## config.mk

```make
export PLATFORM = sky130hd
export DESIGN_NAME = smd_datapath
export DESIGN_NICKNAME = d
export VERILOG_FILES = /design/src/smd_pkg.sv /design/src/smd_alu_if.sv /design/src/smd_alu.sv /design/src/smd_datapath.sv
export VERILOG_INCLUDE_DIRS = /design/src
export SDC_FILE = /design/constraint.sdc
export NUM_CORES = 2
export LEC_CHECK = 0
export BUFFER_PORTS_ARGS = -buffer_cell sky130_fd_sc_hd__buf_4
export CAP_MARGIN = 20
export CORE_UTILIZATION = 60
export CTS_CLUSTER_DIAMETER = 60
export CTS_CLUSTER_SIZE = 28
export DETAILED_ROUTE_END_ITERATION = 12
export PLACE_DENSITY = 0.78
export REMOVE_ABC_BUFFERS = 1
export SLEW_MARGIN = 5
export SYNTH_ARGS = -nofsm -noshare
export SYNTH_HDL_FRONTEND = slang
export SYNTH_HIERARCHICAL = 1
export SYNTH_SLANG_ARGS = --single-unit
export TNS_END_PERCENT = 50
```

## constraint.sdc

```tcl
create_clock -name core_clk -period 14.7 [get_ports core_clk]
set_input_delay 1.47 -clock core_clk [delete_from_list [all_inputs] [get_ports core_clk]]
set_output_delay 1.47 -clock core_clk [all_outputs]
set_load 0.02 [all_outputs]
```

## src/smd_regs.svh

```systemverilog
// Constants for the shift and multiply-accumulate datapath slice.
// Assumes inclusion by bare name from the same folder.
`ifndef SMD_REGS_SVH
`define SMD_REGS_SVH
`define SMD_ADDR_MODE        4'h0
`define SMD_ADDR_FLAGS       4'h1
`define SMD_ADDR_ACC_A2      4'h2
`define SMD_ADDR_ACC_A1      4'h3
`define SMD_ADDR_ACC_A0      4'h4
`define SMD_ADDR_ACC_B2      4'h5
`define SMD_ADDR_ACC_B1      4'h6
`define SMD_ADDR_ACC_B0      4'h7
`define SMD_ADDR_X0          4'h8
`define SMD_ADDR_Y0          4'h9
`define SMD_ADDR_Y1          4'ha
`define SMD_ADDR_STATUS      4'hb
`define SMD_ADDR_OPMODE      4'hc
`define SMD_MODE_RESET       8'h00
`define SMD_FLAGS_RESET      8'h00
`define SMD_OPMODE_RESET     8'h00
`define SMD_FLAG_C           0
`define SMD_FLAG_V           1
`define SMD_FLAG_Z           2
`define SMD_FLAG_N           3
`define SMD_FLAG_U           4
`define SMD_FLAG_E           5
`define SMD_FLAG_L           6
`define SMD_FLAG_SZ          7
`define SMD_MODE_SAT         5
`define SMD_OPMODE_DEXEC     0
`define SMD_OP_CYCLES        2
`define SMD_CNT_BITS         4
`define SMD_ACC_MSB          35
`define SMD_WORD_SPLIT       31
`endif

```

## src/smd_pkg.sv

```systemverilog
// Types shared by the datapath slice and its operation unit.
// Assumes smd_regs.svh is compiled in the same library.
package smd_pkg;
   typedef enum logic [1:0] {
      SMD_OP_SHIFT_ACC = 2'h0,
      SMD_OP_SHIFT_RR  = 2'h1,
      SMD_OP_MAC       = 2'h2
   } smd_op_t;
   typedef enum logic [2:0] {
      SMD_PAIR_Y1_X0 = 3'h0,
      SMD_PAIR_Y0_X0 = 3'h1,
      SMD_PAIR_Y1_Y0 = 3'h2,
      SMD_PAIR_Y0_Y0 = 3'h3,
      SMD_PAIR_A1_Y0 = 3'h4,
      SMD_PAIR_B1_Y1 = 3'h5
   } smd_pair_t;
   typedef enum logic [2:0] {
      SMD_DST_A  = 3'h0,
      SMD_DST_B  = 3'h1,
      SMD_DST_X0 = 3'h2,
      SMD_DST_Y0 = 3'h3,
      SMD_DST_Y1 = 3'h4
   } smd_dst_t;
   typedef enum logic [2:0] {
      SMD_ST_IDLE = 3'b001,
      SMD_ST_EXEC = 3'b010,
      SMD_ST_MOVE = 3'b100
   } smd_state_t;
endpackage : smd_pkg

```

## src/smd_alu_if.sv

```systemverilog
// Operands and result between the sequencer and the arithmetic unit.
// Assumes both ends run on the same clock.
`timescale 1ns/1ns
interface smd_alu_if;
   smd_pkg::smd_op_t op;
   logic             negate;
   logic [15:0]      src1;
   logic [15:0]      src2;
   logic [35:0]      dst_val;
   logic             dst_is_acc;
   logic [35:0]      result;
   logic             overflow;
   modport seq (output op, output negate, output src1, output src2, output dst_val, output dst_is_acc,
                input result, input overflow);
   modport alu (input op, input negate, input src1, input src2, input dst_val, input dst_is_acc,
                output result, output overflow);
endinterface : smd_alu_if

```

## src/smd_alu.sv

```systemverilog
// Combinational arithmetic for shift-accumulate, multi-bit shift and MAC.
// Assumes operands stay stable while the sequencer samples the result.
`timescale 1ns/1ns
`include "smd_regs.svh"
module smd_alu (
   smd_alu_if.alu bus
);
   wire [3:0]  cnt      = bus.src2[`SMD_CNT_BITS-1:0];
   wire [35:0] sa_wide  = {4'h0, bus.src1, 16'h0000};
   wire [35:0] sa_shift = sa_wide >> cnt;
   wire [35:0] sa_sum   = bus.dst_val + sa_shift;
   wire [15:0] rr_word  = bus.src1 >> cnt;
   wire [35:0] rr_res   = bus.dst_is_acc ? {4'h0, rr_word, 16'h0000}
                                         : {20'h00000, rr_word};
   wire signed [31:0] prod_raw = $signed(bus.src1) * $signed(bus.src2);
   wire [31:0] prod_frac = {prod_raw[30:0], 1'b0};
   wire [35:0] prod_ext  = {{4{prod_frac[31]}}, prod_frac};
   wire [35:0] mac_res   = bus.negate ? bus.dst_val - prod_ext
                                      : bus.dst_val + prod_ext;
   wire        a_s = bus.dst_val[`SMD_ACC_MSB];
   wire        p_s = prod_ext[`SMD_ACC_MSB] ^ bus.negate;
   wire        r_s = mac_res[`SMD_ACC_MSB];
   wire        mac_ovf = (a_s == p_s) && (r_s != a_s) && (prod_ext != 36'h0);
   always_comb begin
      case (bus.op)
         smd_pkg::SMD_OP_SHIFT_ACC: bus.result = sa_sum;
         smd_pkg::SMD_OP_SHIFT_RR:  bus.result = rr_res;
         smd_pkg::SMD_OP_MAC:       bus.result = mac_res;
         default:                   bus.result = 36'h0;
      endcase
   end
   assign bus.overflow = (bus.op == smd_pkg::SMD_OP_MAC) && mac_ovf;
endmodule : smd_alu

```

## src/smd_datapath.sv

```systemverilog
// Top of the shift and multiply-accumulate datapath slice: register file,
// two-cycle sequencer, flag update and parallel dual-read address update.
// Assumes callers start an operation only while busy is low.
`timescale 1ns/1ns
`include "smd_regs.svh"
////////////////////////////////////////////////////////////////////////////////
// Functional notes
// - Shift-accumulate shifts first operand right and adds into chosen accumulator
// - Count is low four bits of second operand; operand placed at bits 31:16
// - Shift-accumulate: negative from bit 35, zero when whole result zero
// - Shift-accumulate takes two cycles, six operand pairs, A or B destination
// - Multi-bit shift moves source right by four-bit count into destination
// - Accumulator target: upper word shifted, lower cleared, extension zero
// - Multi-bit shift never saturates whatever the saturation enable bit
// - Multi-bit shift: negative from bit 31 for an accumulator or bit 15 for a register, zero when result zero
// - Multi-bit shift takes two cycles, any 16-bit register or accumulator
// - MAC multiplies signed fractions, adds or subtracts 32-bit product
// - MAC sources: accumulator upper word or X0, Y0, Y1 in six pairs
// - Product sign-extended to 36 bits before accumulate
// - 16-bit destination sign-extended with zero low word; high word stored
// - Limit flag set on parallel move limiting or result overflow
// - Extension flag when extension in use; overflow flag on overflow
// - MAC: zero flag on zero result, negative from result MSB
// - Dual reads load operand registers and post-increment both address registers
// - MAC takes two cycles plus parallel move cycles, one program word
module smd_datapath #(
   parameter int MOVE_CYCLES = 1
) (
   input  wire logic                core_clk,
   input  wire logic                reset,
   input  wire logic [3:0]          reg_addr,
   input  wire logic [15:0]         reg_wdata,
   input  wire logic                reg_wr,
   input  wire logic                reg_rd,
   output      logic [15:0]         reg_rdata,
   input  wire logic                op_start,
   input  wire smd_pkg::smd_op_t    op_code,
   input  wire smd_pkg::smd_pair_t  op_pair,
   input  wire smd_pkg::smd_dst_t   op_dst,
   input  wire logic                op_negate,
   input  wire logic                op_move,
   input  wire logic                op_move_limited,
   input  wire logic                op_dual_read,
   input  wire logic                dual_sel_r1,
   input  wire logic                dual_dst_y1,
   input  wire logic [15:0]         dual_data1,
   input  wire logic [15:0]         dual_data2,
   output      logic                busy,
   output      logic                op_done,
   output      logic [15:0]         addr_first_q,
   output      logic [15:0]         addr_second_q,
   output      logic                dual_illegal
);
   ////////////////////////////////////////////////////////////////////////////
   // State
   smd_pkg::smd_state_t state_q, state_d;
   logic [1:0]  cyc_q;
   logic [7:0]  mode_q;
   logic [7:0]  flags_q;
   logic [7:0]  opmode_q;
   logic [35:0] acc_a_q, acc_b_q;
   logic [15:0] x0_q, y0_q, y1_q;
   logic [15:0] r0_q, r1_q, r3_q;
   smd_pkg::smd_op_t   op_q;
   smd_pkg::smd_pair_t pair_q;
   smd_pkg::smd_dst_t  dst_q;
   logic        neg_q, move_q, lim_q, dual_q, sel_r1_q, dy1_q;
   logic [15:0] dd1_q, dd2_q;
   logic        done_q;

   smd_alu_if alu_bus ();
   smd_alu u_alu (.bus(alu_bus));

   ////////////////////////////////////////////////////////////////////////////
   // Operand selection
   function automatic logic [15:0] pick_src1(input smd_pkg::smd_pair_t p, input logic [15:0] y1,
                                             input logic [15:0] y0, input logic [15:0] a1,
                                             input logic [15:0] b1);
      case (p)
         smd_pkg::SMD_PAIR_Y1_X0, smd_pkg::SMD_PAIR_Y1_Y0: pick_src1 = y1;
         smd_pkg::SMD_PAIR_Y0_X0, smd_pkg::SMD_PAIR_Y0_Y0: pick_src1 = y0;
         smd_pkg::SMD_PAIR_A1_Y0: pick_src1 = a1;
         smd_pkg::SMD_PAIR_B1_Y1: pick_src1 = b1;
         default: pick_src1 = 16'h0000;
      endcase
   endfunction : pick_src1

   function automatic logic [15:0] pick_src2(input smd_pkg::smd_pair_t p, input logic [15:0] x0,
                                             input logic [15:0] y0, input logic [15:0] y1);
      case (p)
         smd_pkg::SMD_PAIR_Y1_X0, smd_pkg::SMD_PAIR_Y0_X0: pick_src2 = x0;
         smd_pkg::SMD_PAIR_Y1_Y0, smd_pkg::SMD_PAIR_Y0_Y0, smd_pkg::SMD_PAIR_A1_Y0: pick_src2 = y0;
         smd_pkg::SMD_PAIR_B1_Y1: pick_src2 = y1;
         default: pick_src2 = 16'h0000;
      endcase
   endfunction : pick_src2

   wire [15:0] a1 = acc_a_q[31:16];
   wire [15:0] b1 = acc_b_q[31:16];
   wire [15:0] s1 = pick_src1(pair_q, y1_q, y0_q, a1, b1);
   wire [15:0] s2 = pick_src2(pair_q, x0_q, y0_q, y1_q);
   wire        dst_acc = (dst_q == smd_pkg::SMD_DST_A) || (dst_q == smd_pkg::SMD_DST_B);
   wire [15:0] dst_word = (dst_q == smd_pkg::SMD_DST_X0) ? x0_q :
                          (dst_q == smd_pkg::SMD_DST_Y0) ? y0_q : y1_q;
   wire [35:0] dst_acc_val = (dst_q == smd_pkg::SMD_DST_B) ? acc_b_q : acc_a_q;
   wire [35:0] dst_full = dst_acc ? dst_acc_val
                                  : {{4{dst_word[15]}}, dst_word, 16'h0000};

   assign alu_bus.op         = op_q;
   assign alu_bus.negate     = neg_q && (op_q == smd_pkg::SMD_OP_MAC);
   assign alu_bus.src1       = s1;
   assign alu_bus.src2       = s2;
   assign alu_bus.dst_val    = dst_full;
   assign alu_bus.dst_is_acc = dst_acc;

   ////////////////////////////////////////////////////////////////////////////
   // Flag computation
   wire [35:0] res     = alu_bus.result;
   wire [15:0] res_hi  = res[31:16];
   wire        is_rr   = (op_q == smd_pkg::SMD_OP_SHIFT_RR);
   wire        is_mac  = (op_q == smd_pkg::SMD_OP_MAC);
   wire        neg_acc = res[`SMD_ACC_MSB];
   wire        neg_f   = dst_acc ? (is_rr ? res[`SMD_WORD_SPLIT] : neg_acc)
                                 : (is_rr ? res[15] : res_hi[15]);
   wire        zero_f  = dst_acc ? (res == 36'h0)
                                 : (is_rr ? (res[15:0] == 16'h0000) : (res_hi == 16'h0000));
   wire        ext_f   = !((res[35:31] == 5'h00) || (res[35:31] == 5'h1f));
   wire        unn_f   = (res[31] == res[30]);
   wire        ovf     = alu_bus.overflow;

   logic [7:0] flags_new;
   always_comb begin
      flags_new = flags_q;
      flags_new[`SMD_FLAG_N] = neg_f;
      flags_new[`SMD_FLAG_Z] = zero_f;
      if (is_mac) begin
         flags_new[`SMD_FLAG_E] = ext_f;
         flags_new[`SMD_FLAG_U] = unn_f;
         flags_new[`SMD_FLAG_V] = ovf;
         flags_new[`SMD_FLAG_L] = flags_q[`SMD_FLAG_L] | ovf | (move_q & lim_q);
      end
   end

   ////////////////////////////////////////////////////////////////////////////
   // Sequencer: one execute pass of two cycles, then optional move cycles
   wire exec_last = (cyc_q == 2'(`SMD_OP_CYCLES - 1));
   wire move_last = (cyc_q == 2'(MOVE_CYCLES - 1));
   wire writeback = (state_q == smd_pkg::SMD_ST_EXEC) && exec_last;
   wire start_ok  = (state_q == smd_pkg::SMD_ST_IDLE) && op_start;
   // Dual reads are dropped while executing from data memory
   wire dual_ok   = dual_q && is_mac && !opmode_q[`SMD_OPMODE_DEXEC];

   always_comb begin
      case (state_q)
         smd_pkg::SMD_ST_IDLE: state_d = start_ok ? smd_pkg::SMD_ST_EXEC : smd_pkg::SMD_ST_IDLE;
         smd_pkg::SMD_ST_EXEC: state_d = !exec_last ? smd_pkg::SMD_ST_EXEC :
                                         (is_mac && move_q) ? smd_pkg::SMD_ST_MOVE
                                                            : smd_pkg::SMD_ST_IDLE;
         smd_pkg::SMD_ST_MOVE: state_d = move_last ? smd_pkg::SMD_ST_IDLE : smd_pkg::SMD_ST_MOVE;
         default:              state_d = smd_pkg::SMD_ST_IDLE;
      endcase
   end

   assign busy         = (state_q != smd_pkg::SMD_ST_IDLE);
   assign op_done      = done_q;
   assign dual_illegal = dual_q && opmode_q[`SMD_OPMODE_DEXEC] && busy;

   always_ff @(posedge core_clk) begin
      if (reset) begin
         state_q <= smd_pkg::SMD_ST_IDLE;
         cyc_q   <= 2'h0;
         done_q  <= 1'b0;
      end else begin
         state_q <= state_d;
         cyc_q   <= (state_d != state_q || state_q == smd_pkg::SMD_ST_IDLE) ? 2'h0 : cyc_q + 2'h1;
         done_q  <= busy && (state_d == smd_pkg::SMD_ST_IDLE);
      end
   end

   always_ff @(posedge core_clk) begin
      if (reset) begin
         op_q <= smd_pkg::SMD_OP_SHIFT_ACC;
         pair_q <= smd_pkg::SMD_PAIR_Y1_X0;
         dst_q <= smd_pkg::SMD_DST_A;
         {neg_q, move_q, lim_q, dual_q, sel_r1_q, dy1_q} <= 6'h00;
         dd1_q <= 16'h0000;
         dd2_q <= 16'h0000;
      end else if (start_ok) begin
         op_q <= op_code;
         pair_q <= op_pair;
         // Shift-accumulate only lands in A or B
         dst_q <= (op_code == smd_pkg::SMD_OP_SHIFT_ACC && op_dst != smd_pkg::SMD_DST_B)
                  ? smd_pkg::SMD_DST_A : op_dst;
         {neg_q, move_q, lim_q, dual_q, sel_r1_q, dy1_q} <=
            {op_negate, op_move, op_move_limited, op_dual_read, dual_sel_r1, dual_dst_y1};
         dd1_q <= dual_data1;
         dd2_q <= dual_data2;
      end
   end

   ////////////////////////////////////////////////////////////////////////////
   // Register file and write-back
   wire dw = writeback && dual_ok;

   always_ff @(posedge core_clk) begin
      if (reset) begin
         mode_q   <= `SMD_MODE_RESET;
         flags_q  <= `SMD_FLAGS_RESET;
         opmode_q <= `SMD_OPMODE_RESET;
         acc_a_q  <= 36'h0;
         acc_b_q  <= 36'h0;
         x0_q     <= 16'h0000;
         y0_q     <= 16'h0000;
         y1_q     <= 16'h0000;
      end else if (writeback) begin
         flags_q <= flags_new;
         case (dst_q)
            smd_pkg::SMD_DST_A:  acc_a_q <= res;
            smd_pkg::SMD_DST_B:  acc_b_q <= res;
            smd_pkg::SMD_DST_X0: x0_q <= is_rr ? res[15:0] : res_hi;
            smd_pkg::SMD_DST_Y0: y0_q <= is_rr ? res[15:0] : res_hi;
            smd_pkg::SMD_DST_Y1: y1_q <= is_rr ? res[15:0] : res_hi;
            default: ;
         endcase
         // Memory loads win over the ALU write; program keeps them apart
         if (dw) begin
            if (dy1_q)
               y1_q <= dd1_q;
            else
               y0_q <= dd1_q;
            x0_q <= dd2_q;
         end
      end else if (reg_wr && !busy) begin
         case (reg_addr)
            `SMD_ADDR_MODE:   mode_q   <= reg_wdata[7:0];
            `SMD_ADDR_FLAGS:  flags_q  <= reg_wdata[7:0];
            `SMD_ADDR_OPMODE: opmode_q <= reg_wdata[7:0];
            `SMD_ADDR_ACC_A2: acc_a_q[35:32] <= reg_wdata[3:0];
            `SMD_ADDR_ACC_A1: acc_a_q[31:16] <= reg_wdata;
            `SMD_ADDR_ACC_A0: acc_a_q[15:0]  <= reg_wdata;
            `SMD_ADDR_ACC_B2: acc_b_q[35:32] <= reg_wdata[3:0];
            `SMD_ADDR_ACC_B1: acc_b_q[31:16] <= reg_wdata;
            `SMD_ADDR_ACC_B0: acc_b_q[15:0]  <= reg_wdata;
            `SMD_ADDR_X0:     x0_q <= reg_wdata;
            `SMD_ADDR_Y0:     y0_q <= reg_wdata;
            `SMD_ADDR_Y1:     y1_q <= reg_wdata;
            default: ;
         endcase
      end
   end

   ////////////////////////////////////////////////////////////////////////////
   // Address registers for dual parallel reads
   always_ff @(posedge core_clk) begin
      if (reset) begin
         r0_q <= 16'h0000;
         r1_q <= 16'h0000;
         r3_q <= 16'h0000;
      end else if (dw) begin
         if (sel_r1_q)
            r1_q <= r1_q + 16'h0001;
         else
            r0_q <= r0_q + 16'h0001;
         r3_q <= r3_q + 16'h0001;
      end
   end

   assign addr_first_q  = sel_r1_q ? r1_q : r0_q;
   assign addr_second_q = r3_q;

   ////////////////////////////////////////////////////////////////////////////
   // Register read port, data one cycle after the strobe
   logic [15:0] rd_mux;
   always_comb begin
      case (reg_addr)
         `SMD_ADDR_MODE:   rd_mux = {8'h00, mode_q};
         `SMD_ADDR_FLAGS:  rd_mux = {8'h00, flags_q};
         `SMD_ADDR_OPMODE: rd_mux = {8'h00, opmode_q};
         `SMD_ADDR_ACC_A2: rd_mux = {12'h000, acc_a_q[35:32]};
         `SMD_ADDR_ACC_A1: rd_mux = acc_a_q[31:16];
         `SMD_ADDR_ACC_A0: rd_mux = acc_a_q[15:0];
         `SMD_ADDR_ACC_B2: rd_mux = {12'h000, acc_b_q[35:32]};
         `SMD_ADDR_ACC_B1: rd_mux = acc_b_q[31:16];
         `SMD_ADDR_ACC_B0: rd_mux = acc_b_q[15:0];
         `SMD_ADDR_X0:     rd_mux = x0_q;
         `SMD_ADDR_Y0:     rd_mux = y0_q;
         `SMD_ADDR_Y1:     rd_mux = y1_q;
         `SMD_ADDR_STATUS: rd_mux = {13'h0000, state_q};
         default:          rd_mux = 16'h0000;
      endcase
   end

   always_ff @(posedge core_clk) begin
      if (reset)
         reg_rdata <= 16'h0000;
      else
         reg_rdata <= reg_rd ? rd_mux : 16'h0000;
   end
endmodule : smd_datapath

```

# ---- After elaboration in Yosys (flattened, before gate mapping)
# Cells that the tools add are included.
dict set report totals {
  output_inout_bits 51
  wordCells 210
  input_bits 71
  reg_bits 260
}
dict set report op_classes {
  reduce_logical 65
  bitwise_logic 7
  mux 57
  eq_ne 39
  n_addsub 7
  shift 2
  multipliers 1
}
# operator count
set op_table {}
lappend op_table {{$mux 16} 25}
lappend op_table {{$mux 36} 9}
lappend op_table {{$pmux 16 s13} 1}
lappend op_table {{$pmux 36 s3} 1}
lappend op_table {{$add 36x36->36} 2}
lappend op_table {{$pmux 16 s4} 1}
lappend op_table {{$add 16x1->16 const B} 3}
lappend op_table {{$pmux 16 s3} 1}
lappend op_table {{$logic_not 36->1} 1}
lappend op_table {{$reduce_bool 36->1} 1}
lappend op_table {{$shr 32x4->36} 1}
lappend op_table {{$sub 36x36->36} 1}
lappend op_table {{$reduce_and 3->1} 11}
lappend op_table {{$logic_not 16->1} 2}
lappend op_table {{$mux 32} 1}
lappend op_table {{$mul 16x16->31} 1}
lappend op_table {{$reduce_bool 2->1} 11}
lappend op_table {{$mux 7} 3}
lappend op_table {{$eq 4x4->1 const B} 5}
lappend op_table {{$eq 4x3->1 const B} 4}
lappend op_table {{$shr 16x4->16} 1}
lappend op_table {{$eq 3x2->1 const B} 5}
lappend op_table {{$logic_and 1x1->1} 15}
lappend op_table {{$mux 3} 5}
lappend op_table {{other kinds (31)} 67}

# ---- Depth between registers and ports, before layout
dict set report depth {
  depth_word 14
  mapped_depth 53
  depth_no_buf 46
}

# ---- Cells and area by module
# The synthesis kept the hierarchy.
# mod instances cells_per_inst seq_area_each_um2 area_each_um2
set by_module_without_submodules {}
lappend by_module_without_submodules {smd_alu 1 1971 0.0 15611.2}
lappend by_module_without_submodules {smd_datapath 1 1754 5205.0 14286.2}

# ---- Worst setup path before layout
# Ideal clock, no wire load.
dict set report synth_timing {
  kind {reg-to-reg}
  start {register pair_q[1]}
  end {register flags_q[5]}
  arrival_ns 11.211
  path_buffers 8
  setup_time_ns 0.132
  period_less_slack_ns 11.343
  stages_incl_launch_ff 49
  required_time_ns 14.568
  slack_ns 3.357
  path_cell_list {dfxtp_1 clkbuf_1 nand2b_1 clkbuf_1 o21ai_1 clkbuf_1 nand2_1 o21ai_0 clkbuf_1 clkbuf_1 buf_1 nand2_1 fa_1 fa_1 fa_1 inv_1 fa_1 fa_1 (+13 left out) nor2_1 xor2_1 ha_1 buf_2 a21oi_1 o21ai_0 a2111oi_0 o21ai_0 o21ai_1 o21ai_1 o41ai_2 nand2_1 mux2i_1 o21ai_1 nor3b_2 or4_1 o221ai_1 a21oi_1}
}
dict set report synth_between {
  elab_chain_cells 12
  elab_cells_between_ends 27
  classes_between {add/sub (3); mul (1); eq/ne (6); shift (2); mux (7); reduce/logical (8)}
}
# element line_no
set synth_rtl {}
lappend synth_rtl {{from (decl)} smd_datapath.sv:65} ;# smd_pkg::smd_pair_t pair_q;
lappend synth_rtl {{from (signal assigned)} smd_datapath.sv:183} ;# pair_q <= smd_pkg::SMD_PAIR_Y1_X0;
lappend synth_rtl {{from (signal assigned)} smd_datapath.sv:190} ;# pair_q <= op_pair;
lappend synth_rtl {{$eq 3x2->1 (tied with other cells)} smd_datapath.sv:90} ;# case (p)
lappend synth_rtl {{$reduce_or 3->1 / $reduce_or 2->1 (equally long branches)} smd_datapath.sv:90}
lappend synth_rtl {{$pmux 16 s3 (*)} smd_datapath.sv:90}
lappend synth_rtl {{net alu_bus.src2[3]} smd_alu_if.sv:8} ;# logic [15:0] src2;
lappend synth_rtl {{$mul 16x16->31} smd_alu.sv:15} ;# wire signed [31:0] prod_raw = $signed(bus.src1) * $signed(bus.src2);
lappend synth_rtl {{$add 36x36->36 / $sub 36x36->36 (equally long branches)} {smd_alu.sv:19, smd_alu.sv:18}}
lappend synth_rtl {{$mux 36} smd_alu.sv:18} ;# wire [35:0] mac_res = bus.negate ? bus.dst_val - prod_ext
lappend synth_rtl {{$pmux 36 s3 (*)} smd_alu.sv:25} ;# case (bus.op)
lappend synth_rtl {{net alu_bus.result[35]} smd_alu_if.sv:11} ;# logic [35:0] result;
lappend synth_rtl {{$eq 5x5->1 / $logic_not 5->1 (equally long branches)} smd_datapath.sv:127} ;# wire ext_f = !((res[35:31] == 5'h00) || (res[35:31] == 5'h1f));
lappend synth_rtl {{$logic_or 1x1->1 (*)} smd_datapath.sv:127}
lappend synth_rtl {{$logic_not 1->1 (*)} smd_datapath.sv:127}
lappend synth_rtl {{$mux 3 (*)} smd_datapath.sv:136} ;# if (is_mac) begin
lappend synth_rtl {{$mux 7 (*)} smd_datapath.sv:215} ;# end else if (writeback) begin
lappend synth_rtl {{to (signal assigned)} smd_datapath.sv:208} ;# flags_q <= `SMD_FLAGS_RESET;
lappend synth_rtl {{to (signal assigned)} smd_datapath.sv:216} ;# flags_q <= flags_new;
lappend synth_rtl {{to (signal assigned)} smd_datapath.sv:236} ;# `SMD_ADDR_FLAGS: flags_q <= reg_wdata[7:0];
lappend synth_rtl {{to (decl)} smd_datapath.sv:59} ;# logic [7:0] flags_q;
# Mark *: on every way through the listed nets, which the timed path passes. The rest lies on a longest branch. The select of a mux whose other input is x is not followed.
# A chain may end at the register's enable or synchronous reset.

# ---- Worst setup path after layout
dict set report layout_timing {
  start {register pair_q[2]}
  end {register flags_q[1]}
}
dict set report layout_between {
  elab_chain_cells 12
  elab_cells_between_ends 25
  classes_between {add/sub (2); mul (1); eq/ne (7); mux (5); bitwise (1); reduce/logical (9)}
}
# element line_no
set layout_rtl {}
lappend layout_rtl {{$eq 3x2->1 (tied with other cells)} smd_datapath.sv:90}
lappend layout_rtl {{$reduce_or 3->1 / $reduce_or 2->1 (equally long branches)} smd_datapath.sv:90}
lappend layout_rtl {{$pmux 16 s3 (*)} smd_datapath.sv:90}
lappend layout_rtl {{net alu_bus.src2[15]} smd_alu_if.sv:8}
lappend layout_rtl {{$mul 16x16->31 (*)} smd_alu.sv:15}
lappend layout_rtl {{$add 36x36->36 / $sub 36x36->36 (equally long branches)} {smd_alu.sv:19, smd_alu.sv:18}}
lappend layout_rtl {{$mux 36} smd_alu.sv:18}
lappend layout_rtl {{$ne 1x1->1} smd_alu.sv:23} ;# wire mac_ovf = (a_s == p_s) && (r_s != a_s) && (prod_ext != 36'h0);
lappend layout_rtl {{$logic_and 1x1->1} smd_alu.sv:23}
lappend layout_rtl {{$logic_and 1x1->1 (*)} smd_alu.sv:23}
lappend layout_rtl {{$logic_and 1x1->1 (*)} smd_alu.sv:32} ;# assign bus.overflow = (bus.op == smd_pkg::SMD_OP_MAC) && mac_ovf;
lappend layout_rtl {{net alu_bus.overflow} smd_alu_if.sv:12} ;# logic overflow;
lappend layout_rtl {{$mux 1 (*)} smd_datapath.sv:136}
lappend layout_rtl {{$mux 7 (*)} smd_datapath.sv:215}
# Marks and branches as above.

==> metrics.md <==
| Metric | Value |
|---|---|
| CP Capture Type | flop |
| Reg2reg setup slack | 1400 ps |
| Core ar. | 0.0491 mm2 |
| Synth top area share | approximately 17% |
| Grt total ovfl | 0 |
| Pin count of the biggest net entering global routing | 96 |
| Post-CTS Setup Inserts | 0 |
| Netlist cell types | 110 |
| Post-DP HPWL | about 73000 um |
| Largest cells by area after synthesis | dfxtp_1, fa_1, ha_1, nand2_1, inv_1 |
| Setup tns final | 0 ps |
| CTS tree | built |
| Top post-synthesis cells by count | nand2_1, inv_1, nor2_1 |
| Async SR Flop Fraction | 0% |
| DIE AREA | between 0.05 and 0.06 mm2 |
| Worst skew pair latency | approximately 570 ps |
| Worst clock skew | 28.7 ps |
| Sequential-to-total area share from yosys stat | 17.4% |
| Worst-margin pin slew | around 1100 ps |
| Syn_area_per_cell | between 8 and 9 um2 |
| CP dominant cell by count | fa_1 |
| Slew Limit Fails | 0 |
| Post-route DRC | 0 |
| Clk buf depth | 3 |
| Yosys warning total | 6 |
| CTS H-Tree Depth | 1 |
| Crit path required time | 15210 ps |
| Routed WL | ~96000 um |
| Layout cells sized above 1 | 9.29% |
| RSZ-0062 raised after global routing | no |
| Hold Vio Cnt, Final | 0 |
| Worst hold slack | approximately 450 ps |
| First-pass GRT wire length | 150000 um |
| Run status | completed |
| Max-slew headroom | 25.5% |
| Nets@finish | ~4200 |
| #FFs+latches synth | 260 |
| Number of synthesized flops with an enable pin | 0 |
| Max Clk Rate | ~0.075 GHz |
| # resized after CTS | 0 |
| Critical path arrival | 13810 ps |
| Initial Util | 61.0% |
| Fin crit period | 13300 ps |
| Initial antenna violation count | 2 |
| Gr usage total | a little under two fifths |
| Vias | 28200 |
| Cells after Synth | between 3000 and 4000 |
| Post-DR vias/cell | 6.41 |
| CTS clk-pin slew, worst paths | 100 ps |
| Prevailing post-synth register cell | dfxtp_1 |
| Startpoint Class | flop |
| Core Rows | 81 |
| Power density cells | 59.3 mW/mm2 |
| Port Buffers | 121 |
| WL/cell | 21.9 um |
| Clock root buffer | clkbuf_16 |
| Drt first pass iters | 8 |
| Vias in the first global route | 27100 |
| Width of the die | about 230 um |
| Max stage delay on crit path | 940 ps |
| Area leader, netlist | dfxtp_1 |
| Max-cap violations | 0 |
| Kind of critical path | reg -> reg |
| Maximum vdd drop | 92.4 uV |
| Final Wtd Congestion | 1.01 |
| Slowest cell on the critical path | a2111oi_1 |
| DRT antenna net count | 0 |
| CTS Hold Bufs | 0 |
| Clock Sinks | 260 |
| Cell Area, Synth | 0.0299 mm2 |
| Worst-path fanout max | 26 |
| Final setup vio count | 0 |
| Count leader, synth | nand2_1 |
| Initial DRC Count | roughly 3400 |
| Die Y | 225 um |
| Area grow syn2layout | 7.37% |
| CTS buffer count | 21 |
| Diodes inserted | 0 |
| Top-level port count | around 120 |
| Worst Hold Class | reg -> reg |
| P_leak | between 10 and 15 nW |
| Period utilisation layout | 90.5% |
==> path summary, 6_finish.rpt <==
path | depth (start not counted) | start | to
max reg2reg | 39 | pair_q[2] | flags_q[1]
max | 39 | pair_q[2] | flags_q[1]
min | 1 | cyc_q[0] | cyc_q[0]
min reg2reg | 1 | cyc_q[0] | cyc_q[0]
==> worst max-delay path, delay by kind of cell, from the launching register on <==
kind	cells	cell delay, ps
flip-flops	1	580
XOR/XNOR	1	210
AO/OA/AOI/OAI	13	4660
buffers and inverters	5	1250
AND/OR/NAND/NOR	12	2660
adder cells (fa/ha/maj)	8	3860
==> per-stage QoR <==
stage | worst slack [ps] | util [%] | std cells | cell area, um2 | power, mW
floorplan | 1160 | - | 3502 | 29000 | 1.08
global route | 616 | 65.4 | 4390 | 32100 | 1.96
CTS | 1710 | 65.3 | 4387 | 32000 | 1.89
detailed placement | 1750 | 63.7 | 4351 | 31300 | 1.25
finish | 1400 | 65.4 | 4390 | 32100 | 1.90
global placement | 2170 | 63.7 | 4349 | 31200 | 1.25
==> sequential cells by signal, summed over array words and instances (netlist names), 3 cells and up <==
| name | cells |
|---|---|
| r1_q | 16 |
| acc_a_q | 36 |
| dd2_q | 16 |
| reg_rdata | 16 |
| mode_q | 8 |
| dst_q | 3 |
| y1_q | 16 |
| opmode_q | 8 |
| x0_q | 16 |
| addr_second_q | 16 |
| y0_q | 16 |
| state_q | 3 |
| pair_q | 3 |
| dd1_q | 16 |
| acc_b_q | 36 |
| flags_q | 8 |
| r0_q | 16 |
==> where the power goes <==
group | total, mW | switching [mW] | internal, mW
sequential | 0.737 | 0.0178 | 0.719
combinational | 0.522 | 0.332 | 0.190
clock | 0.645 | 0.335 | 0.310
total | 1.90 | 0.685 | 1.22
==> final cells by class <==
| type | instances | area [um2] |
|---|---|---|
| multi-input cells | 2855 | 22400 |
| fillers | 4300 | 17000 |
| flip-flops and latches | 260 | 5210 |
| repair buffers | 188 | 1480 |
| inverters | 387 | 1450 |
| well taps | 664 | 831 |
| clock buffers | 22 | 529 |
| clock inverters | 14 | 236 |
==> routing by layer <==
layer | vias to the layer above | track usage, % | wire length (um)
li1 | 12800 | - | -
met1 | 13500 | 50.0 | 37700
met2 | 1610 | 59.5 | 42500
met3 | 296 | 8.01 | 11300
met4 | 0 | 17.1 | 4750
met5 | - | 0 | 0
==> cells by family (layout without fill, tap and decap cells) <==
kind of cell | count (synthesis) | in the layout | synth area share [%]
compound gates | 885 | 885 | 19.3
xor+xnor | 152 | 152 | 4.54
fa+ha+maj | 415 | 415 | 23.8
buf+inv | 610 | 611 | 7.97
flops | 260 | 260 | 17.4
mux | 188 | 188 | 7.18
simple gates | 1215 | 1215 | 19.7
==> cell usage in the layout, fill, tap and decap left out, types with 137 or more instances in the layout <==
cell type | netlist | final
ha_1 | 157 | 157
dfxtp_1 | 260 | 258
o21ai_0 | 153 | 140
inv_1 | 385 | 385
and2_1 | 138 | 137
a21oi_1 | 285 | 285
nand2_1 | 390 | 390
fa_1 | 258 | 258
nor2_1 | 331 | 331
buf_4 | 1 | 184
No activity file was read; power rests on OpenSTA's default activity.
